### config.mk
export PLATFORM = sky130hd
export DESIGN_NAME = ecc2_control
export DESIGN_NICKNAME = d
export VERILOG_FILES = /design/src/hw/ecc2_pkg.sv /design/src/hw/ecc2_control.sv /design/src/hw/ecc2_offset_filter.sv
export VERILOG_INCLUDE_DIRS = /design/src /design/src/hw
export SDC_FILE = /design/constraint.sdc
export NUM_CORES = 1
export LEC_CHECK = 0
export ABC_AREA = 1
export BUFFER_PORTS_ARGS = -buffer_cell sky130_fd_sc_hd__buf_2
export CELL_PAD_IN_SITES_DETAIL_PLACEMENT = 1
export CELL_PAD_IN_SITES_GLOBAL_PLACEMENT = 1
export CORE_ASPECT_RATIO = 0.5
export CORE_MARGIN = 5
export CORE_UTILIZATION = 40
export DETAILED_ROUTE_END_ITERATION = 10
export PLACE_DENSITY_LB_ADDON = 0.25
export SYNTH_ARGS = -nofsm -noshare
export SYNTH_HDL_FRONTEND = slang
export SYNTH_SLANG_ARGS = --single-unit
### constraint.sdc
create_clock -name CLK_SYS -period 15.33 [get_ports CLK_SYS]
set_clock_uncertainty 0.2 [all_clocks]
set_input_delay 1.533 -clock CLK_SYS [delete_from_list [all_inputs] [get_ports CLK_SYS]]
set_output_delay 1.533 -clock CLK_SYS [all_outputs]
set_load 0.01 [all_outputs]
### src/hw/ecc2_cfg.svh
`ifndef ECC2_CFG_SVH
`define ECC2_CFG_SVH

// ****************************************************************
// Register indices (byte address is four times the index)
// ****************************************************************
`define ECC2_CTRL_A_IDX    8'h01
`define ECC2_CTRL_B_IDX    8'h21
`define ECC2_STAT_A_IDX    8'h02
`define ECC2_STAT_B_IDX    8'h22

// ****************************************************************
// Feature control field positions and reset value
// ****************************************************************
`define ECC2_BIT_TONE_OFF  7
`define ECC2_BIT_PHASE_OFF 6
`define ECC2_BIT_NLP_OFF   5
`define ECC2_BIT_AUTO_BYP  4
`define ECC2_BIT_NB_OFF    3
`define ECC2_BIT_HPF_OFF   2
`define ECC2_BIT_MUTE_S    1
`define ECC2_BIT_MUTE_R    0
`define ECC2_CTRL_RESET    8'h00

// ****************************************************************
// Status field positions and sample constants
// ****************************************************************
`define ECC2_STAT_NB       0
`define ECC2_STAT_GATED    1
`define ECC2_STAT_BYPASS   2
`define ECC2_STAT_TONE     6
`define ECC2_QUIET_CODE    16'h0000
`define ECC2_HPF_SHIFT     8

`endif

### src/hw/ecc2_pkg.sv
package ecc2_pkg;

  // ****************************************************************
  // Feature control register, bit 7 first
  // ****************************************************************
  typedef struct packed {
    logic tone_detect_off;          // Bit 7
    logic phase_reversal_qual_off;  // Bit 6
    logic nonlinear_proc_off;       // Bit 5
    logic auto_tone_bypass;         // Bit 4
    logic narrowband_detect_off;    // Bit 3
    logic offset_filter_off;        // Bit 2
    logic send_out_mute;            // Bit 1
    logic receive_out_mute;         // Bit 0
  } ecc2_ctrl_type;

  // Raw reports of the detectors of one canceller
  typedef struct packed {
    logic tone_2100;       // Tone present
    logic phase_reversal;  // Periodic phase reversals seen
    logic narrowband;      // Narrow-band signal on receive input
  } ecc2_det_type;

  // Samples of one canceller entering the block
  typedef struct packed {
    logic        strobe;   // One-cycle sample strobe
    logic [15:0] sin;      // Send input
    logic [15:0] rin;      // Receive input
    logic [15:0] ec_sout;  // Canceller algorithm send output
    logic [15:0] ec_rout;  // Canceller algorithm receive output
  } ecc2_pcm_in_type;

  // Feature enables driven to the canceller core
  typedef struct packed {
    logic tone_detect_en;   // Tone detector running
    logic phase_qual_en;    // Phase reversals required
    logic nlp_en;           // Nonlinear processor running
    logic narrowband_en;    // Narrow-band detector running
    logic bypass;           // Canceller in bypass
    logic coef_clear;       // Zero adaptive coefficients
    logic adapt_hold;       // Stop adaptation
    logic gated_tone_flag;  // Tone seen with auto bypass on
    logic tone_qualified;   // Qualified tone seen
    logic narrowband_seen;  // Enabled narrow-band detection
  } ecc2_feat_type;

  // Offset filter state
  typedef struct packed {
    logic [23:0] acc;  // DC estimate, fraction below bit 8
    logic [15:0] out;  // Cleaned sample
  } ecc2_filt_state_type;

endpackage

### src/hw/ecc2_control.sv
// Behaviour
// - Tone off bit stops tone detection
// - Both tone off bits power down tone processors
// - Phase qualifier off: any tone triggers
// - Phase qualifier on: reversals required
// - Auto bypass enters bypass on tone
// - Auto bypass clear: algorithm keeps running
// - Narrow-band off bit disables detector
// - Filter off bit bypasses both offset filters
// - Filter bit clear removes DC offset
// - Bypass passes inputs unless muted, clears coefficients, stops adaptation
// - Gated flag needs auto bypass and tone
module ecc2_control (
  input  wire logic                         CLK_SYS,
  input  wire logic                         RST,
  input  wire logic [7:0]                   ADDRESS,
  input  wire logic                         READ,
  input  wire logic                         WRITE,
  input  wire logic [31:0]                  WRITEDATA,
  input  wire logic [3:0]                   BYTEENABLE,
  output      logic [31:0]                  READDATA,
  output      logic                         WAITREQUEST,
  input  wire ecc2_pkg::ecc2_det_type [1:0] DET,
  input  wire ecc2_pkg::ecc2_pcm_in_type [1:0] PCM_IN,
  output      logic [1:0][15:0]             SOUT,
  output      logic [1:0][15:0]             ROUT,
  output      logic [1:0]                   OUT_VALID,
  output      logic [1:0][15:0]             SIN_CLEAN,
  output      logic [1:0][15:0]             RIN_CLEAN,
  output      ecc2_pkg::ecc2_feat_type [1:0] FEAT,
  output      logic                         TONE_POWER_DOWN
);

`include "ecc2_cfg.svh"

  // ****************************************************************
  // Local types
  // ****************************************************************

  // Result of decoding a bus address
  typedef struct packed {
    logic hit;     // Address is mapped
    logic chan;    // 0 is canceller A, 1 is canceller B
    logic status;  // Status register rather than control
  } ecc2_sel_type;

  // Whole state of the block
  typedef struct packed {
    logic                              ack;        // Bus answer cycle
    logic [31:0]                       rdata;      // Read data
    ecc2_pkg::ecc2_ctrl_type [1:0]     ctrl;       // Feature control
    logic [1:0][15:0]                  sout;       // Send outputs
    logic [1:0][15:0]                  rout;       // Receive outputs
    logic [1:0]                        valid;      // Output strobes
    ecc2_pkg::ecc2_feat_type [1:0]     feat;       // Core enables
    logic                              tone_pd;    // Tone power down
  } ecc2_state_type;

  // ****************************************************************
  // Signals
  // ****************************************************************
  ecc2_state_type                state_reg;   // Registered state
  ecc2_state_type                state_next;  // Next state
  ecc2_sel_type                  sel;         // Decoded bus address
  ecc2_pkg::ecc2_feat_type [1:0] feat_now;    // Enables this cycle
  logic [1:0][15:0]              sin_clean;   // Filtered send input
  logic [1:0][15:0]              rin_clean;   // Filtered receive input

  // ****************************************************************
  // Address decoding
  // ****************************************************************

  // Match a byte address against a register index
  function automatic logic idx_match(input logic [7:0] addr, input logic [7:0] idx);
    idx_match = (addr[1:0] == 2'b00) && (addr[7:2] == idx[5:0]);
  endfunction

  // Map a byte address to a register selection
  function automatic ecc2_sel_type decode(input logic [7:0] addr);
    decode = '0;
    if (idx_match(addr, `ECC2_CTRL_A_IDX)) begin
      decode.hit = 1'b1;
    end else if (idx_match(addr, `ECC2_CTRL_B_IDX)) begin
      decode.hit  = 1'b1;
      decode.chan = 1'b1;
    end else if (idx_match(addr, `ECC2_STAT_A_IDX)) begin
      decode.hit    = 1'b1;
      decode.status = 1'b1;
    end else if (idx_match(addr, `ECC2_STAT_B_IDX)) begin
      decode.hit    = 1'b1;
      decode.chan   = 1'b1;
      decode.status = 1'b1;
    end
  endfunction

  // Build the status byte of one canceller
  function automatic logic [7:0] status_byte(input ecc2_pkg::ecc2_feat_type f);
    status_byte                   = 8'h00;
    status_byte[`ECC2_STAT_NB]     = f.narrowband_seen;
    status_byte[`ECC2_STAT_GATED]  = f.gated_tone_flag;
    status_byte[`ECC2_STAT_BYPASS] = f.bypass;
    status_byte[`ECC2_STAT_TONE]   = f.tone_qualified;
  endfunction

  // ****************************************************************
  // Offset nulling filters, one per input path per canceller
  // ****************************************************************
  generate
    for (genvar c = 0; c < 2; c++) begin : g_chan
      // Send input path
      ecc2_offset_filter u_sin_filter (
        .clk        (CLK_SYS),
        .rst        (RST),
        .active     (~state_reg.ctrl[c].offset_filter_off),
        .strobe     (PCM_IN[c].strobe),
        .sample_in  (PCM_IN[c].sin),
        .sample_out (sin_clean[c])
      );
      // Receive input path
      ecc2_offset_filter u_rin_filter (
        .clk        (CLK_SYS),
        .rst        (RST),
        .active     (~state_reg.ctrl[c].offset_filter_off),
        .strobe     (PCM_IN[c].strobe),
        .sample_in  (PCM_IN[c].rin),
        .sample_out (rin_clean[c])
      );
    end
  endgenerate

  // ****************************************************************
  // Feature decoding from the control registers
  // ****************************************************************
  // Purely combinational; registered once below so that every
  // enable seen by the core comes straight from a flip-flop
  always_comb begin
    feat_now = '0;
    for (int c = 0; c < 2; c++) begin
      // Tone detector runs only while its off bit is clear
      feat_now[c].tone_detect_en = ~state_reg.ctrl[c].tone_detect_off;
      // Phase reversals required unless qualification is off
      feat_now[c].phase_qual_en  = ~state_reg.ctrl[c].phase_reversal_qual_off;
      // A tone counts only when detection runs and it qualifies
      feat_now[c].tone_qualified = feat_now[c].tone_detect_en & DET[c].tone_2100
                                   & (state_reg.ctrl[c].phase_reversal_qual_off
                                      | DET[c].phase_reversal);
      // Bypass only with auto bypass on; otherwise keep cancelling
      feat_now[c].bypass         = state_reg.ctrl[c].auto_tone_bypass
                                   & feat_now[c].tone_qualified;
      // Bypass zeroes coefficients and freezes adaptation
      feat_now[c].coef_clear     = feat_now[c].bypass;
      feat_now[c].adapt_hold     = feat_now[c].bypass;
      // Gated flag follows the same two conditions
      feat_now[c].gated_tone_flag = state_reg.ctrl[c].auto_tone_bypass
                                    & feat_now[c].tone_qualified;
      // Nonlinear processor switch, for conformance testing
      feat_now[c].nlp_en         = ~state_reg.ctrl[c].nonlinear_proc_off;
      // Narrow-band detector switch and its gated report
      feat_now[c].narrowband_en  = ~state_reg.ctrl[c].narrowband_detect_off;
      feat_now[c].narrowband_seen = feat_now[c].narrowband_en & DET[c].narrowband;
    end
  end

  // ****************************************************************
  // Next state: bus slave, feature enables and output samples
  // ****************************************************************
  always_comb begin
    state_next = state_reg;
    sel        = decode(ADDRESS);

    // Register bus: one wait cycle, then a one-cycle answer
    if (state_reg.ack) begin
      // Answer cycle: waitrequest is low, the request is taken now
      state_next.ack = 1'b0;
      if (WRITE && sel.hit && !sel.status && BYTEENABLE[0]) begin
        // Control write; status registers ignore writes.
        // Canceller B takes each write as it comes; the repeat
        // that software issues simply writes the same value again
        state_next.ctrl[sel.chan] = WRITEDATA[7:0];
      end
    end else if (READ || WRITE) begin
      // First cycle of a request: prepare the answer
      state_next.ack   = 1'b1;
      state_next.rdata = 32'h0000_0000;
      if (READ && sel.hit) begin
        if (sel.status) begin
          state_next.rdata[7:0] = status_byte(state_reg.feat[sel.chan]);
        end else begin
          state_next.rdata[7:0] = state_reg.ctrl[sel.chan];
        end
      end
    end

    // Enables to the core, registered
    state_next.feat = feat_now;

    // Tone processors sleep only when both cancellers disable them
    state_next.tone_pd = state_reg.ctrl[0].tone_detect_off
                         & state_reg.ctrl[1].tone_detect_off;

    // Output samples, one update per input strobe
    for (int c = 0; c < 2; c++) begin
      state_next.valid[c] = PCM_IN[c].strobe;
      if (PCM_IN[c].strobe) begin
        // Send output: mute first, then bypass, else algorithm
        if (state_reg.ctrl[c].send_out_mute) begin
          state_next.sout[c] = `ECC2_QUIET_CODE;
        end else if (feat_now[c].bypass) begin
          state_next.sout[c] = PCM_IN[c].sin;
        end else begin
          state_next.sout[c] = PCM_IN[c].ec_sout;
        end
        // Receive output: same order of precedence
        if (state_reg.ctrl[c].receive_out_mute) begin
          state_next.rout[c] = `ECC2_QUIET_CODE;
        end else if (feat_now[c].bypass) begin
          state_next.rout[c] = PCM_IN[c].rin;
        end else begin
          state_next.rout[c] = PCM_IN[c].ec_rout;
        end
      end
    end
  end

  // ****************************************************************
  // State register
  // ****************************************************************
  always_ff @(posedge CLK_SYS or posedge RST) begin
    if (RST) begin
      state_reg         <= '0;
      state_reg.ctrl[0] <= `ECC2_CTRL_RESET;
      state_reg.ctrl[1] <= `ECC2_CTRL_RESET;
    end else begin
      state_reg <= state_next;
    end
  end

  // ****************************************************************
  // Outputs, all straight from flip-flops
  // ****************************************************************
  // Waitrequest stays high while idle, which Avalon permits
  assign WAITREQUEST     = ~state_reg.ack;
  assign READDATA        = state_reg.rdata;
  assign SOUT            = state_reg.sout;
  assign ROUT            = state_reg.rout;
  assign OUT_VALID       = state_reg.valid;
  assign FEAT            = state_reg.feat;
  assign TONE_POWER_DOWN = state_reg.tone_pd;
  assign SIN_CLEAN       = sin_clean;
  assign RIN_CLEAN       = rin_clean;

endmodule

### src/hw/ecc2_offset_filter.sv
module ecc2_offset_filter (
  input  wire logic        clk,
  input  wire logic        rst,
  input  wire logic        active,
  input  wire logic        strobe,
  input  wire logic [15:0] sample_in,
  output      logic [15:0] sample_out
);

`include "ecc2_cfg.svh"

  ecc2_pkg::ecc2_filt_state_type state_reg;   // Registered state
  ecc2_pkg::ecc2_filt_state_type state_next;  // Next state
  logic [15:0]                   dc_now;      // Current DC estimate
  logic [15:0]                   diff;        // Input less DC

  // ****************************************************************
  // First-order DC removal, one update per sample strobe
  // ****************************************************************
  // Wraps on overflow rather than saturating; inputs near full
  // scale with a large offset will alias, a known limitation
  always_comb begin
    state_next = state_reg;
    dc_now     = state_reg.acc[23:`ECC2_HPF_SHIFT];
    diff       = sample_in - dc_now;
    if (strobe) begin
      if (active) begin
        // Filter running: subtract estimate and track it
        state_next.out = diff;
        state_next.acc = state_reg.acc + {{8{diff[15]}}, diff};
      end else begin
        // Filter bypassed: pass sample, restart estimate
        state_next.out = sample_in;
        state_next.acc = 24'h00_0000;
      end
    end
  end

  // State register
  always_ff @(posedge clk or posedge rst) begin
    if (rst) begin
      state_reg <= '0;
    end else begin
      state_reg <= state_next;
    end
  end

  assign sample_out = state_reg.out;

endmodule

======== Word-level counts from Yosys, hierarchy flattened ========
Index checks and enable logic that the tools add are counted.
storage, ports and cells
  register bits ........................... 266
  latch bits .............................. 0
  bits in writable memories ............... 0
  output and inout port bits .............. 184
  memories ................................ 0
  word-level logic and storage cells ...... 125
  bits in read-only memories .............. 0
cells by class
  magnitude comparators ................... 2
  reductions and logical operators ........ 14
  equal/unequal tests ..................... 4
  multipliers ............................. 0
  $add $sub $neg .......................... 8
  bitwise logic cells ..................... 20
  shift-type cells ........................ 0
  multiplexer cells ....................... 31
  divide/modulo/power cells ............... 0
operators with widths
  operator                                            number
  two-way mux 40 bit                                  4
  two-way mux 16 bit                                  8
  adder 24 bit                                        4
  subtractor 16 bit                                   4
  two-way mux 8 bit                                   5
  two-way mux 33 bit                                  1
  bitwise mux 16 bit                                  1
  == test 6 bit, second input constant                2
  two-way mux 6 bit                                   2
  bitwise AND 1 bit                                   9
  logical AND 1 bit                                   9
  NOT 1 bit                                           9
  demux 8 bit (select 1 bit)                          1
  == test 6 x 1 -> 1 bit, second input constant       1
  == test 6 x 2 -> 1 bit, second input constant       1
  two-way mux 1 bit                                   6
  two-way mux 2 bit                                   2
  AND reduction 2 bit                                 2
  two-way mux 3 bit                                   1
  logical NOT 2 bit                                   1
  < comparator 1 x 2 -> 1 bit, second input constant  1
  bitwise OR 1 bit                                    2
  >= comparator 1 bit, second input constant          1
  logical NOT 1 bit                                   1
  logical OR 1 bit                                    1

======== Longest topological paths before layout ========
Gate-level depths: netlist of the first run.
  word-level depth ........................ 12
  gate-level depth with buffers ........... 25

======== Cells and area by module ========
From an unflattened synthesis of the first run, not the netlist that was laid out.
second synthesis, totals
  cell total of the unflattened synthesis .. 3,098
  area total of the unflattened synthesis .. 21,891.0 sq um
modules (own cells, without submodules)
  module                                           area an instance (sq um)  cells each  instances
  ecc2_offset_filter (g_chan[1].u_rin_filter ...)  4,028.9                   611         2
  ecc2_control                                     5,731.7                   657         1
  ecc2_offset_filter (g_chan[0].u_rin_filter)      4,063.9                   611         1
  ecc2_offset_filter (g_chan[0].u_sin_filter)      4,037.6                   608         1

======== Least setup slack after synthesis of the first run ========
OpenSTA, ideal clock, no wires.
  path kind ............................... input -> register
  start point ............................. in PCM_IN[113] in the netlist's numbering
  end point ............................... reg g_chan[1].u_sin_filter.state_reg, in the netlist g_chan[1].u_sin_filter.dc_now[15]
  setup time .............................. 117 ps
  stages on the path ...................... 22
  buffers on the path ..................... 0
  setup slack ............................. 11,047 ps
  data arrival time ....................... 3,965 ps
  data required time ...................... 15,013 ps
  cells stage by stage .................... inv_1 -> ha_1 -> inv_1 -> fa_1 -> nand3_1 -> nand2_1 -> a21oi_4 -> o21ai_2 -> nand2_1 -> nand2_1 -> nand2_1 -> nand2_1 -> ha_1 -> a21oi_1 -> nor2_1 -> nor2_1 -> nand2_1 -> nand2_1 -> nand3_1 -> nand3b_1 -> nand3_1 -> nand2_1
on the way
  cells in the longest elaborated chain, start to end .. 3
RTL lines
  item                  line                      source
  start, declared       ecc2_control.sv:24        input wire ecc2_pkg::ecc2_pcm_in_type [1:0] PCM_IN,
  subtractor 16 bit     ecc2_offset_filter.sv:25  diff = sample_in - dc_now;
  adder 24 bit          ecc2_offset_filter.sv:30  state_next.acc = state_reg.acc + {{8{diff[15]}}, diff};
  two-way mux 40 bit    ecc2_offset_filter.sv:27  if (active) begin
  end signal, assigned  ecc2_offset_filter.sv:44  state_reg <= state_next;
  end, declared         ecc2_offset_filter.sv:12  ecc2_pkg::ecc2_filt_state_type state_reg;
No other way between the ends.
A chain may end at the register's enable or synchronous reset.

======== Worst setup path in the final report of the first run ========
  start point ............................. in PCM_IN[113] in the netlist's numbering
  end point ............................... reg g_chan[1].u_sin_filter.state_reg, in the netlist g_chan[1].u_sin_filter.dc_now[14]
The elaborated chain is that of the path after synthesis.

==> reports/summary.txt, run 1 <==
FINAL LAYOUT
-----------------------------------------------------------------------------------------
Post-route non-filler standard cell count                                            3962
Layout area overhead                                                                9.15%
Post-route cell area                                                            23700 um2
Final-layout fill cell count                                                         7023
Layout Nets                                                                          3583
Share of cells above drive strength 1                                               14.9%

CLOCKING
-----------------------------------------------------------------------------------------
Clk slew on worst S/H paths                                                       0.07 ns
Hold buffers post-CTS                                                                   0
Clock tree from TritonCTS                                                            done
Post_cts resized                                                                        0
Clock buffer count from CTS                                                            29
Clock Root Buffer                                                            sky130_fd_sc_hd__clkbuf_16
Post-CTS Setup Repair Bufs                                                              0
H-tree lvl count                                                                        1
CTS sink count                                                                        266
Number of buffers between clock root and the deepest sink                               3
Insertion delay of the later-clocked pin in the worst-skew pair                   0.58 ns

SYNTHESIS
-----------------------------------------------------------------------------------------
Cell types occupying the most area after synthesis                           sky130_fd_sc_hd__dfrtp_1, sky130_fd_sc_hd__nand2_1, sky130_fd_sc_hd__ha_1, sky130_fd_sc_hd__buf_4, sky130_fd_sc_hd__inv_1
Count of flip-flops with a built-in enable after synthesis                              0
Post-synthesis cell area                                                        21700 um2
Mean instance size in the synthesized netlist                                    7.01 um2
Proportion of register bits with asynchronous set or reset after synthesis           100%
Cell types with the highest counts after synthesis                           sky130_fd_sc_hd__nand2_1, sky130_fd_sc_hd__inv_1, sky130_fd_sc_hd__nor2_1
Area leader, netlist                                                         sky130_fd_sc_hd__dfrtp_1
Top cell type's share of synthesized area                                           30.7%
Register bit total from synthesis                                                     266
Count of unique library cells instantiated by Yosys                                    53
Sequential fraction of the synthesis area                                           30.7%
Library cell with the highest instance count after synthesis                 sky130_fd_sc_hd__nand2_1
Syn. warnings                                                                           0
Cells after synthesis                                                                3096
Most frequently used flop master after synthesis                             sky130_fd_sc_hd__dfrtp_1

JOB
-----------------------------------------------------------------------------------------
Max Cap Violations                                                                      0

STA
-----------------------------------------------------------------------------------------
Final critical-path share of the clock period                                       29.6%
Final Hold Violating Endpoints                                                          0
Slew margin rel.                                                                    35.8%
Number of pins with negative max-slew slack in the final report                         0
Worst Tran Pin Value                                                             0.963 ns
Clock period minus final worst setup slack                                        4.55 ns
Setup tns final                                                                      0 ns
Unrepaired setup endpoints after global routing                                     false
Maximum clock frequency                                                         0.220 GHz
# setup viols final                                                                     0

SETUP PATH
-----------------------------------------------------------------------------------------
CP max FO                                                                               5
WP buf/inv                                                                              4
Critical-path top delay cell                                                 sky130_fd_sc_hd__fa_1
Critical Path Max Stage Delay                                                     0.40 ns
Critical path's most frequent cell                                           sky130_fd_sc_hd__nand2_1
WP data arrival                                                                   4.81 ns
Kind of start point of the critical path                                        input pin
CP top delay family                                                          simple AND/OR/NAND/NOR gates
Data required, critical path                                                     15.60 ns
Path type of the worst setup path                                            input pin to flip-flop
Critical Path End Type                                                          flip-flop
Critical path, cell by cell                                                  buf_2, inv_1, ha_1, inv_1, fa_1, nand3_1, nand2_1, a21oi_4, o21ai_2, xor2_1, inv_1, ha_1, nand2_1, nor2_1, nand2_1, o21ai_2, nand2_1, nand2_1, nand2_1, nand3_1, nand2_1

GRT
-----------------------------------------------------------------------------------------
Wire length of the first global-routing pass                                    122000 um
Total congestion overflow                                                               0
Via count of the first global-routing pass                                          21.9k
Maximum number of pins on one net before global-route repair                          155
Antenna violations before repair                                                        5
All-Layer GR Usage                                                                  25.2%

DETAILED ROUTING
-----------------------------------------------------------------------------------------
Final Routed Wirelength                                                          77100 um
DR DRC count                                                                            0
Initial DRC Count                                                                    1030
Per-cell routed wire length                                                       19.5 um
Via/cell ratio                                                                       5.27
Total via count after detailed routing                                              20.9k
Detailed-routing iteration count for the pre-antenna-repair pass                        5
Count of nets left with antenna violations after detail routing                         0

HOLD PATH
-----------------------------------------------------------------------------------------
Tightest Hold Check Type                                                     flip-flop to flip-flop

FLOORPLAN
-----------------------------------------------------------------------------------------
Floorplan die area                                                              59300 um2
Die extent in x                                                                    339 um
Placeable core region                                                           53800 um2
Number of core rows                                                                    60
Initial standard-cell utilization of the core                                       40.4%
Die height                                                                         175 um
I/O pin total                                                                         368

PLACEMENT
-----------------------------------------------------------------------------------------
Cell total after placement                                                           3905
Total cell area at the placement stage                                          22700 um2
I/O Buffers                                                                           316
Final RePlAce weighted congestion                                                   0.870
Post-detailed-placement half-perimeter wirelength                                59100 um

STATUS
-----------------------------------------------------------------------------------------
Status                                                                          completed

## stage by stage
| stage | worst slack (ns) | hold WS [ns] | utilization [%] |
|---|---|---|---|
| 2_1_floorplan | 6.27 | 0.211 | - |
| 3_5_place_dp | 10.19 | 0.241 | 42.3 |
| 4_1_cts | 10.81 | 0.251 | 44.1 |
| 6_report | 10.78 | 0.255 | 44.1 |
| 3_3_place_gp | 10.27 | 0.239 | 42.3 |
| 5_1_grt | 10.53 | 0.273 | 44.1 |
## cell usage in the layout, fill, tap and decap left out, drive strengths merged, types with 4 or more instances in the layout
cell / Yosys / final
o211a: 4 / 4
nor2: 315 / 315
nand4: 9 / 9
o21bai: 13 / 13
clkbuf: 51 / 41
xnor2: 4 / 4
conb: 1 / 24
o31ai: 4 / 4
a32o: 7 / 7
ha: 168 / 168
a22o: 6 / 6
nand3b: 20 / 20
nor3: 28 / 28
diode: 0 / 5
a21oi: 193 / 193
a21boi: 8 / 8
clkinv: 3 / 11
fa: 8 / 8
xor2: 44 / 44
o22ai: 20 / 20
dfrtp: 266 / 266
inv: 348 / 347
a31oi: 8 / 8
a21o: 12 / 12
nand2: 804 / 804
nand3: 148 / 148
o21a: 14 / 14
o211ai: 48 / 48
or2: 8 / 8
buf: 209 / 333
o21ai: 319 / 319
## layer usage
layer  GRT usage, %  share of wire [%]  up-vias  wire length, um
met2           45.1                 49      322            37700
met3           2.71                2.9      131             2270
li1               -                  -    10200                -
met5              0                  0        -                0
met1           32.0                 45    10300            34400
met4           8.29                3.5        0             2720
## path summary, 6_finish.rpt
path                                                  startpoint                                 to  slack, ns  cells after the start
worst max register to register  g_chan[1].u_rin_filter.dc_now[0]  g_chan[1].u_rin_filter.dc_now[14]      11.53                     19
worst max-delay path                                 PCM_IN[113]  g_chan[1].u_sin_filter.dc_now[14]      10.78                     21
max in group asynchronous                                    RST                           SOUT[25]      12.24                      4
min in group asynchronous                                    RST                           ROUT[12]       0.82                      2
worst min-delay path                              state_reg[100]                           FEAT[17]       0.25                      1
worst min register to register                    state_reg[100]                           FEAT[17]       0.25                      1
## cells by family after synthesis
logic type / Yosys count / share of synthesized area, %
and+or+nand+nor: 1338 / 25.4
AOI/OAI and AO/OA: 656 / 17.7
buffers and inverters: 611 / 13.9
xor gates and xnor gates: 48 / 1.94
adders and majority gates: 176 / 10.4
DFF: 266 / 30.7
other: 1 / 0.0173
## layout make-up
| cell class | instances | area [um2] | area share, % |
|---|---|---|---|
| well taps | 713 | 892 | 3.77 |
| clock inverters | 11 | 110 | 0.465 |
| clock buffers | 41 | 851 | 3.59 |
| diodes | 5 | 12.5 | 0.0528 |
| repair buffers | 333 | 1720 | 7.27 |
| multi-input cells | 2242 | 12100 | 51.2 |
| flip-flops and latches | 266 | 6660 | 28.1 |
| inverters | 351 | 1330 | 5.61 |
## worst register-to-register path, cell delays in order, from the launching register on
cell,delay (ns)
sky130_fd_sc_hd__dfrtp_1,0.43
sky130_fd_sc_hd__ha_1,0.18
sky130_fd_sc_hd__inv_1,0.05
sky130_fd_sc_hd__fa_1,0.42
sky130_fd_sc_hd__nand3_1,0.09
sky130_fd_sc_hd__nand2_1,0.14
sky130_fd_sc_hd__a21oi_4,0.22
sky130_fd_sc_hd__o21ai_2,0.09
sky130_fd_sc_hd__xor2_1,0.28
sky130_fd_sc_hd__inv_1,0.12
sky130_fd_sc_hd__ha_1,0.38
sky130_fd_sc_hd__nand2_1,0.11
sky130_fd_sc_hd__nor2_1,0.20
sky130_fd_sc_hd__nand2_1,0.10
sky130_fd_sc_hd__o21ai_2,0.28
sky130_fd_sc_hd__nand2_1,0.15
sky130_fd_sc_hd__nand2_1,0.08
sky130_fd_sc_hd__nand2_1,0.05
sky130_fd_sc_hd__nand3_1,0.06
sky130_fd_sc_hd__nand2_1,0.05
Power of run 1 is left out: the tool's default activity adds up to more than one toggle a clock period on the data nets, which glitch-free logic cannot reach.
==> inputs of run 2 (changes only) <==
- clock period: 15.33 -> 4.71 ns (I/O delays scaled with it)
==> run 2 against run 1 <==
Net effect:
- critical path depth up 1
- clock-buffer cell count is 5 lower
- utilization grew 1.8 points
- register-to-register slack lost 11 ns
- final area increased by 4.0%
- wire length grew 4.5%
- setup slack got worse by 10 ns
- non-clock buffer count grew 89
- worst hold slack worse by 0.23 ns
- global-route usage rose by 1.3 points
- first-iteration DRC count rose by 17%
- critical path type unchanged
- critical endpoint is now g_chan[1].u_sin_filter.dc_now[11]
- largest cell class unchanged
==> reports/summary.txt, run 2 (synthesized netlist as in run 1, its figures left out) <==
DETAILED ROUTING
-------------------------------------------------------------------------------
Via/cell ratio                                                             5.28   was 5.27
DR DRC count                                                                  0   unchanged
Per-cell routed wire length                                             19.9 um   was 19.5 um
Final Routed Wirelength                                                80600 um   was 77100 um
Total via count after detailed routing                                    21.4k   was 20.9k
Detailed-routing iteration count for the pre-antenna-repair pass              5   unchanged
Count of nets left with antenna violations after detail routing               0   unchanged
Initial DRC Count                                                          1201   was 1030

PLACEMENT
-------------------------------------------------------------------------------
I/O Buffers                                                                 316   unchanged
Cell total after placement                                                 3907   was 3905
Dpl ws                                                                 0.665 ns   was 10.19 ns
Final RePlAce weighted congestion                                         0.909   was 0.870
Post-detailed-placement half-perimeter wirelength                      59600 um   was 59100 um

POWER
-------------------------------------------------------------------------------
Power density cells                                                  924 nW/um2
Leakage power summed over all cells                                   0.0129 uW
VDD IR max                                                             0.319 mV

FLOORPLAN
-------------------------------------------------------------------------------
Placeable core region                                                 53800 um2   unchanged
I/O pin total                                                               368   unchanged
Number of core rows                                                          60   unchanged
Die height                                                               175 um   unchanged
Initial standard-cell utilization of the core                             40.4%   unchanged
Floorplan die area                                                    59300 um2   unchanged
Die extent in x                                                          339 um   unchanged

CLOCKING
-------------------------------------------------------------------------------
Hold buffers post-CTS                                                        87   was 0
CTS sink count                                                              266   unchanged
Clock buffer count from CTS                                                  29   unchanged
Number of buffers between clock root and the deepest sink                     3   unchanged
Clock tree from TritonCTS                                                  done   unchanged
Post_cts resized                                                              0   unchanged
Post-CTS Setup Repair Bufs                                                    0   unchanged
Clock Root Buffer                                                  sky130_fd_sc_hd__clkbuf_16   unchanged
Clk slew on worst S/H paths                                             0.07 ns   about the same
Insertion delay of the later-clocked pin in the worst-skew pair         0.60 ns   was 0.58 ns
H-tree lvl count                                                              1   unchanged

JOB
-------------------------------------------------------------------------------
Max Cap Violations                                                            0   unchanged

SETUP PATH
-------------------------------------------------------------------------------
Critical Path Max Stage Delay                                           0.55 ns   was 0.40 ns
Critical-path top delay cell                                       sky130_fd_sc_hd__dlygate4sd3_1   was sky130_fd_sc_hd__fa_1
CP max FO                                                                     5   unchanged
Path type of the worst setup path                                  input pin to flip-flop   unchanged
Kind of start point of the critical path                              input pin   unchanged
Setup slack on the worst flop-to-flop path                              0.87 ns   was 11.53 ns
WP data arrival                                                         4.25 ns   was 4.81 ns
Data required, critical path                                            4.96 ns   was 15.60 ns
Critical Path End Type                                                flip-flop   unchanged
Critical path, cell by cell                                        dlygate4sd3_1, buf_2, inv_1, ha_1, inv_1, fa_1, nand3_1, nand2_1, a21oi_4, o21bai_1, xor2_1, inv_1, ha_1, nand2_1, nor2_1, nand2_1, nand2_1, nand2_1, nand3_1, nand2_1, nand2_1, o22ai_1   was buf_2, inv_1, ha_1, inv_1, fa_1, nand3_1, nand2_1, a21oi_4, o21ai_2, xor2_1, inv_1, ha_1, nand2_1, nor2_1, nand2_1, o21ai_2, nand2_1, nand2_1, nand2_1, nand3_1, nand2_1
Critical path's most frequent cell                                 sky130_fd_sc_hd__nand2_1   unchanged

HOLD PATH
-------------------------------------------------------------------------------
Tightest Hold Check Type                                           input pin to flip-flop   was flip-flop to flip-flop

FINAL LAYOUT
-------------------------------------------------------------------------------
Final-layout fill cell count                                               7005   was 7023
Share of cells above drive strength 1                                     14.6%   was 14.9%
Layout Nets                                                                3672   was 3583
Final core utilization                                                    45.8%   was 44.1%
Top library cells by usage in the layout, fill and taps aside      sky130_fd_sc_hd__nand2_1, sky130_fd_sc_hd__inv_1, sky130_fd_sc_hd__buf_2, sky130_fd_sc_hd__nor2_1, sky130_fd_sc_hd__dfrtp_1   unchanged
Most common cell after layout, fill and taps aside                 sky130_fd_sc_hd__nand2_1   unchanged
Post-route non-filler standard cell count                                  4048   was 3962
Layout area overhead                                                      13.5%   was 9.15%

STA
-------------------------------------------------------------------------------
Post-route worst hold slack                                           0.0218 ns   was 0.255 ns
Final critical-path share of the clock period                             84.8%
Clock period minus final worst setup slack                              4.00 ns
Worst Setup Slack, final                                               0.714 ns   was 10.78 ns
Worst Tran Pin Value                                                   0.825 ns   was 0.963 ns
# setup viols final                                                           0   unchanged
Slew margin rel.                                                          45.0%   was 35.8%
Number of pins with negative max-slew slack in the final report               0   unchanged
Maximum clock frequency                                               0.250 GHz
Final Hold Violating Endpoints                                                0   unchanged
Setup tns final                                                            0 ns   unchanged
Unrepaired setup endpoints after global routing                           false   unchanged

GRT
-------------------------------------------------------------------------------
Antenna violations before repair                                              2   was 5
Wire length of the first global-routing pass                          127000 um   was 122000 um
All-Layer GR Usage                                                        26.5%   was 25.2%
Via count of the first global-routing pass                                22.8k   was 21.9k
Maximum number of pins on one net before global-route repair                113   was 155
Total congestion overflow                                                     0   unchanged

STATUS
-------------------------------------------------------------------------------
Status                                                                completed   unchanged

-- run 2: cell count changes in the layout (fill, tap and decap cells not counted), sizes merged --
cell         previous run  this run
dlygate4sd3             0        87
clkbuf                 41        36
bufinv                  2         5
diode                   5         2
buf                   333       335
clkinv                 11        12
clkinvlp                2         3
-- run 2: through the flow --
step	total power, uW	instance area, um2
finish	22800	24600
global route	25100	24600
CTS	22800	24600
detailed placement	20000	22700
global placement	19500	22700
floorplan	15800	21800
-- run 2: worst max-delay path, delay by kind of cell --
kind,cells,cell delay [ns]
buf+inv,5,0.91
simple gates,10,1.22
xor+xnor,1,0.26
fa+ha+maj,3,1.00
compound gates,3,0.41
-- run 2: area by class of cell --
class	instances	area (um2)	area share, %
Tap cell	713	892	3.62
Antenna cell	2	5.00	0.0203
Multi-Input combinational cell	2242	12100	49.2
Inverter	351	1330	5.38
Timing Repair Buffer	422	2620	10.6
Clock buffer	36	802	3.25
Clock inverter	16	221	0.899
Sequential cell	266	6660	27.0
-- run 2: final timing paths --
check	to	from	cells after the start
worst max-delay path	g_chan[1].u_sin_filter.dc_now[11]	PCM_IN[113]	22
worst min-delay path	ROUT[19]	PCM_IN[100]	3
worst max register to register	g_chan[1].u_rin_filter.dc_now[9]	g_chan[1].u_rin_filter.dc_now[0]	17
worst min register to register	FEAT[7]	state_reg[92]	1
max in group asynchronous	g_chan[0].u_sin_filter.dc_now[10]	RST	4
min in group asynchronous	OUT_VALID[1]	RST	3
-- run 2: metal layers --
metal / part of all wire [%] / wire (um) / global-route usage, %
met3: 3.3 / 2650 / 3.27
met4: 4.4 / 3570 / 10.5
met1: 44 / 35600 / 33.2
met5: 0 / 0 / 0
met2: 48 / 38800 / 46.6
-- run 2: report_power, final --
part | total, uW | internal (uW) | switching, uW
clock | 2600 | 1480 | 1120
combinational | 16600 | 5610 | 10900
sequential | 3620 | 3100 | 522
total | 22800 | 10200 | 12600
Note: power is estimated with default switching activity, not from simulation.
==> inputs of run 3 (changes only) <==
- ABC_AREA: 1 -> 0
- clock period: 4.71 -> 3.8 ns (I/O delays scaled with it)
==> run 3 against run 2 <==
Net effect:
- the flow now finishes with violations (negative setup slack)
- largest power group is now the clock network
- register-to-register slack got worse by 1.9 ns
- final area rose by 21%
- sequential share of layout area fell by 4.6 points
- critical path type is now flip-flop to flip-flop
- clock power rose by 30%
- critical endpoint is now g_chan[0].u_rin_filter.dc_now[15]
- combinational power fell by 82%
- clock-buffer cell count did not move
==> reports/summary.txt, run 3 <==
HOLD PATH
-----------------------------------------------------------------------------------------
Hold_sp                                                                       PCM_IN[121]   was PCM_IN[100]
Hold path depth                                                                         4   was 3
Tightest Hold Check Type                                                     input pin to flip-flop   unchanged
Worst hold endpoint                                                          g_chan[1].u_sin_filter.sample_out[8]   was ROUT[19]

DETAILED ROUTING
-----------------------------------------------------------------------------------------
Via/cell ratio                                                                       5.88   was 5.28
Total via count after detailed routing                                              21.6k   was 21.4k
DR DRC count                                                                            0   unchanged
Final Routed Wirelength                                                          95100 um   was 80600 um
Per-cell routed wire length                                                       25.9 um   was 19.9 um
Initial DRC Count                                                                    1715   was 1201
Count of nets left with antenna violations after detail routing                         0   unchanged
Detailed-routing iteration count for the pre-antenna-repair pass                        7   was 5

STA
-----------------------------------------------------------------------------------------
Worst Tran Pin Value                                                             0.935 ns   was 0.825 ns
Final critical-path share of the clock period                                        126%
Number of pins with negative max-slew slack in the final report                         0   unchanged
Unrepaired setup endpoints after global routing                                      true   was false
Worst Setup Slack, final                                                        -0.989 ns   was 0.714 ns
Slew margin rel.                                                                    37.6%   was 45.0%
# setup viols final                                                                    56   was 0
Clock period minus final worst setup slack                                        4.79 ns
Maximum clock frequency                                                         0.209 GHz
Final Hold Violating Endpoints                                                          0   unchanged

FLOORPLAN
-----------------------------------------------------------------------------------------
Floorplan die area                                                              53800 um2   was 59300 um2
Die height                                                                         167 um   was 175 um
I/O pin total                                                                         368   unchanged
Number of core rows                                                                    57   was 60
Placeable core region                                                           48500 um2   was 53800 um2
Die extent in x                                                                    323 um   was 339 um
Initial standard-cell utilization of the core                                       40.4%   about the same

PLACEMENT
-----------------------------------------------------------------------------------------
Cell total after placement                                                           3362   was 3907
Final RePlAce weighted congestion                                                   0.888   was 0.909
Post-detailed-placement half-perimeter wirelength                                51800 um   was 59600 um
Dpl ws                                                                          -0.934 ns   was 0.665 ns
I/O Buffers                                                                           316   unchanged

POWER
-----------------------------------------------------------------------------------------
VDD IR max                                                                       0.278 mV   was 0.319 mV
Sw frac                                                                             33.1%   was 55.3%
Portion of total power attributed to the clock network                              36.0%   was 11.4%
Internal cell power                                                               6270 uW   was 10200 uW
Reported net switching power                                                      3090 uW   was 12600 uW
Part of the total power dissipated in sequential elements                           33.0%   was 15.9%
Power density cells                                                            314 nW/um2   was 924 nW/um2
Logic pwr share                                                                     31.1%   was 72.7%
Leakage power summed over all cells                                             0.0144 uW   was 0.0129 uW

CLOCKING
-----------------------------------------------------------------------------------------
Number of buffers between clock root and the deepest sink                               3   unchanged
Insertion delay of the later-clocked pin in the worst-skew pair                   0.60 ns   about the same
Clk slew on worst S/H paths                                                       0.07 ns   about the same
Clock Root Buffer                                                            sky130_fd_sc_hd__clkbuf_16   unchanged
Clock tree from TritonCTS                                                            done   unchanged
CTS sink count                                                                        266   unchanged
H-tree lvl count                                                                        1   unchanged
Clock buffer count from CTS                                                            29   unchanged

GRT
-----------------------------------------------------------------------------------------
All-Layer GR Usage                                                                  29.0%   was 26.5%
Total congestion overflow                                                               0   unchanged
Antenna violations before repair                                                       10   was 2
Met1 usage                                                                          33.7%   was 33.2%
Via count of the first global-routing pass                                          22.6k   was 22.8k
Met2 usage                                                                          53.5%   was 46.6%
Maximum number of pins on one net before global-route repair                          133   was 113
Layer with the highest usage after global routing                                    met2   unchanged
Wire length of the first global-routing pass                                    127000 um   about the same
Met3 track utilization from global routing                                          3.52%   was 3.27%

SYNTHESIS
-----------------------------------------------------------------------------------------
Top cell type's share of synthesized area                                           33.9%   was 30.7%
Post-synthesis cell area                                                        19600 um2   was 21700 um2
Area leader, netlist                                                         sky130_fd_sc_hd__dfrtp_1   unchanged
Count of flip-flops with a built-in enable after synthesis                              0   unchanged
Proportion of register bits with asynchronous set or reset after synthesis           100%   unchanged
Cell types occupying the most area after synthesis                           sky130_fd_sc_hd__dfrtp_1, sky130_fd_sc_hd__ha_1, sky130_fd_sc_hd__buf_4, sky130_fd_sc_hd__mux2i_1, sky130_fd_sc_hd__a21oi_1   was sky130_fd_sc_hd__dfrtp_1, sky130_fd_sc_hd__nand2_1, sky130_fd_sc_hd__ha_1, sky130_fd_sc_hd__buf_4, sky130_fd_sc_hd__inv_1
Sequential fraction of the synthesis area                                           33.9%   was 30.7%
Mean instance size in the synthesized netlist                                    9.15 um2   was 7.01 um2
Library cell with the highest instance count after synthesis                 sky130_fd_sc_hd__dfrtp_1   was sky130_fd_sc_hd__nand2_1
Count of unique library cells instantiated by Yosys                                    81   was 53
Cells after synthesis                                                                2143   was 3096
Cell types with the highest counts after synthesis                           sky130_fd_sc_hd__dfrtp_1, sky130_fd_sc_hd__buf_4, sky130_fd_sc_hd__ha_1   was sky130_fd_sc_hd__nand2_1, sky130_fd_sc_hd__inv_1, sky130_fd_sc_hd__nor2_1
Register bit total from synthesis                                                     266   unchanged
Syn. warnings                                                                           0   unchanged
Most frequently used flop master after synthesis                             sky130_fd_sc_hd__dfrtp_1   unchanged

SETUP PATH
-----------------------------------------------------------------------------------------
WP data arrival                                                                   5.07 ns   was 4.25 ns
Critical-path top delay cell                                                 sky130_fd_sc_hd__a2111oi_4   was sky130_fd_sc_hd__dlygate4sd3_1
Setup slack on the worst flop-to-flop path                                       -0.99 ns   was 0.87 ns
Kind of start point of the critical path                                        flip-flop   was input pin
CP max FO                                                                               4   was 5
Path type of the worst setup path                                            flip-flop to flip-flop   was input pin to flip-flop
Data required, critical path                                                      4.08 ns   was 4.96 ns
Terminus of the critical flop-to-flop path                                   g_chan[0].u_rin_filter.dc_now[15]   was g_chan[1].u_rin_filter.dc_now[9]
Start of the worst register-to-register path                                 g_chan[0].u_rin_filter.dc_now[4]   was g_chan[1].u_rin_filter.dc_now[0]
Critical Path Max Stage Delay                                                     0.52 ns   was 0.55 ns
Start point of the critical path                                             g_chan[0].u_rin_filter.dc_now[4]   was PCM_IN[113]
Critical Path End Type                                                          flip-flop   unchanged
Register-to-Register Path Depth                                                        18   was 17
Critical path, cell by cell                                                  inv_2, ha_4, buf_6, a41o_1, a2111oi_4, or3_1, nand4_1, xnor2_2, buf_4, ha_4, and3_4, a221oi_4, nor2b_1, nor2_1, nand2_2, a221o_1, xnor2_2, a22o_1   was dlygate4sd3_1, buf_2, inv_1, ha_1, inv_1, fa_1, nand3_1, nand2_1, a21oi_4, o21bai_1, xor2_1, inv_1, ha_1, nand2_1, nor2_1, nand2_1, nand2_1, nand2_1, nand3_1, nand2_1, nand2_1, o22ai_1

STATUS
-----------------------------------------------------------------------------------------
Failing checks                                                               negative setup slack
Status                                                                       finished with violations   was completed

FINAL LAYOUT
-----------------------------------------------------------------------------------------
Layout Nets                                                                          3353   was 3672
Layout area overhead                                                                51.8%   was 13.5%
Share of cells above drive strength 1                                               43.3%   was 14.6%
Post-route non-filler standard cell count                                            3673   was 4048
Most common cell after layout, fill and taps aside                           sky130_fd_sc_hd__buf_4   was sky130_fd_sc_hd__nand2_1
Top library cells by usage in the layout, fill and taps aside                sky130_fd_sc_hd__buf_4, sky130_fd_sc_hd__buf_2, sky130_fd_sc_hd__dfrtp_1, sky130_fd_sc_hd__dlygate4sd3_1, sky130_fd_sc_hd__inv_1   was sky130_fd_sc_hd__nand2_1, sky130_fd_sc_hd__inv_1, sky130_fd_sc_hd__buf_2, sky130_fd_sc_hd__nor2_1, sky130_fd_sc_hd__dfrtp_1

JOB
-----------------------------------------------------------------------------------------
Max Cap Violations                                                                      0   unchanged

## run 3: cell count changes after synthesis, moves of 70 or more
cell / delta
sky130_fd_sc_hd__mux2i_1: +99
sky130_fd_sc_hd__nor2_1: -167
sky130_fd_sc_hd__o2bb2ai_1: +70
sky130_fd_sc_hd__nand2_1: -653
sky130_fd_sc_hd__o21ai_0: -100
sky130_fd_sc_hd__inv_1: -191
sky130_fd_sc_hd__o21ai_1: -93
sky130_fd_sc_hd__nand3_1: -111
## run 3: power groups by stage
stage | Clock (uW) | Combinational (uW) | Sequential, uW
finish | 3370 | 2910 | 3090
global route | 3500 | 3050 | 3090
CTS | 3350 | 2450 | 3060
detailed placement | 0 | 2160 | 3110
global placement | 0 | 2090 | 3110
floorplan | 0 | 1320 | 3090
## run 3: through the flow
step / total power (uW) / TNS (ns) / util [%] / instance area (um2) / hold WS (ns)
6_report: 9360 / -24.03 / 61.4 / 29800 / 0.0206
2_1_floorplan: 4420 / -82.19 / - / 20100 / 0.191
3_3_place_gp: 5190 / -19.84 / 50.7 / 24600 / 0.215
5_1_grt: 9650 / -31.05 / 61.4 / 29800 / 0.0288
3_5_place_dp: 5270 / -24.69 / 50.7 / 24600 / 0.220
4_1_cts: 8870 / -11.00 / 58.1 / 28200 / 0.00171
## run 3: worst max-delay path: cells and delay by family (launching register included)
family	cells	cell delay, ns
xor+xnor	2	0.52
simple gates	6	0.95
buf+inv	3	0.44
fa+ha+maj	2	0.42
compound gates	5	1.71
flops	1	0.42
## run 3: routing by layer
| layer | vias up | wire length (um) |
|---|---|---|
| met1 | 10900 | 35400 |
| met3 | 439 | 4960 |
| met4 | 2 | 6260 |
| li1 | 9218 | - |
| met5 | - | 13 |
| met2 | 1042 | 48500 |
## run 3: worst max-delay path by stage
stage / to / cells after the start / slack (ns)
2_1_floorplan: g_chan[0].u_rin_filter.dc_now[15] / 18 / -0.55
3_3_place_gp: g_chan[0].u_rin_filter.dc_now[15] / 20 / -0.79
3_5_place_dp: g_chan[0].u_rin_filter.dc_now[15] / 20 / -0.93
4_1_cts: g_chan[0].u_rin_filter.dc_now[15] / 18 / -0.56
5_1_grt: g_chan[0].u_rin_filter.dc_now[15] / 19 / -1.04
6_report: g_chan[0].u_rin_filter.dc_now[15] / 18 / -0.99
## run 3: cells by family (layout without fill, tap and decap cells)
logic type | Yosys count | count (layout) | share of synthesized area (%)
fa+ha+maj | 176 | 176 | 11.5
simple gates | 469 | 469 | 11.3
buf+inv | 399 | 1247 | 11.1
flops | 266 | 266 | 33.9
xor+xnor | 113 | 113 | 5.05
mux | 109 | 109 | 5.63
compound gates | 610 | 610 | 21.4
other cells | 1 | 34 | 0.0191
## run 3: repair_timing
action / 4_1_cts / 5_1_grt
pin swaps: 146 / 140
setup endpoints to repair: 47 / 61
hold buffers: 131 / 0
setup buffers: 64 / 71
hold endpoints to repair: 325 / 0
resized for setup: 168 / 201
## run 3: cell type report
type	count	area [um2]
Fill cell	5416	18700
Timing Repair Buffer	1049	7580
Clock inverter	16	272
Antenna cell	10	25.0
Multi-Input combinational cell	1501	13100
Clock buffer	36	782
Inverter	146	572
Sequential cell	266	6660
Tap cell	649	812
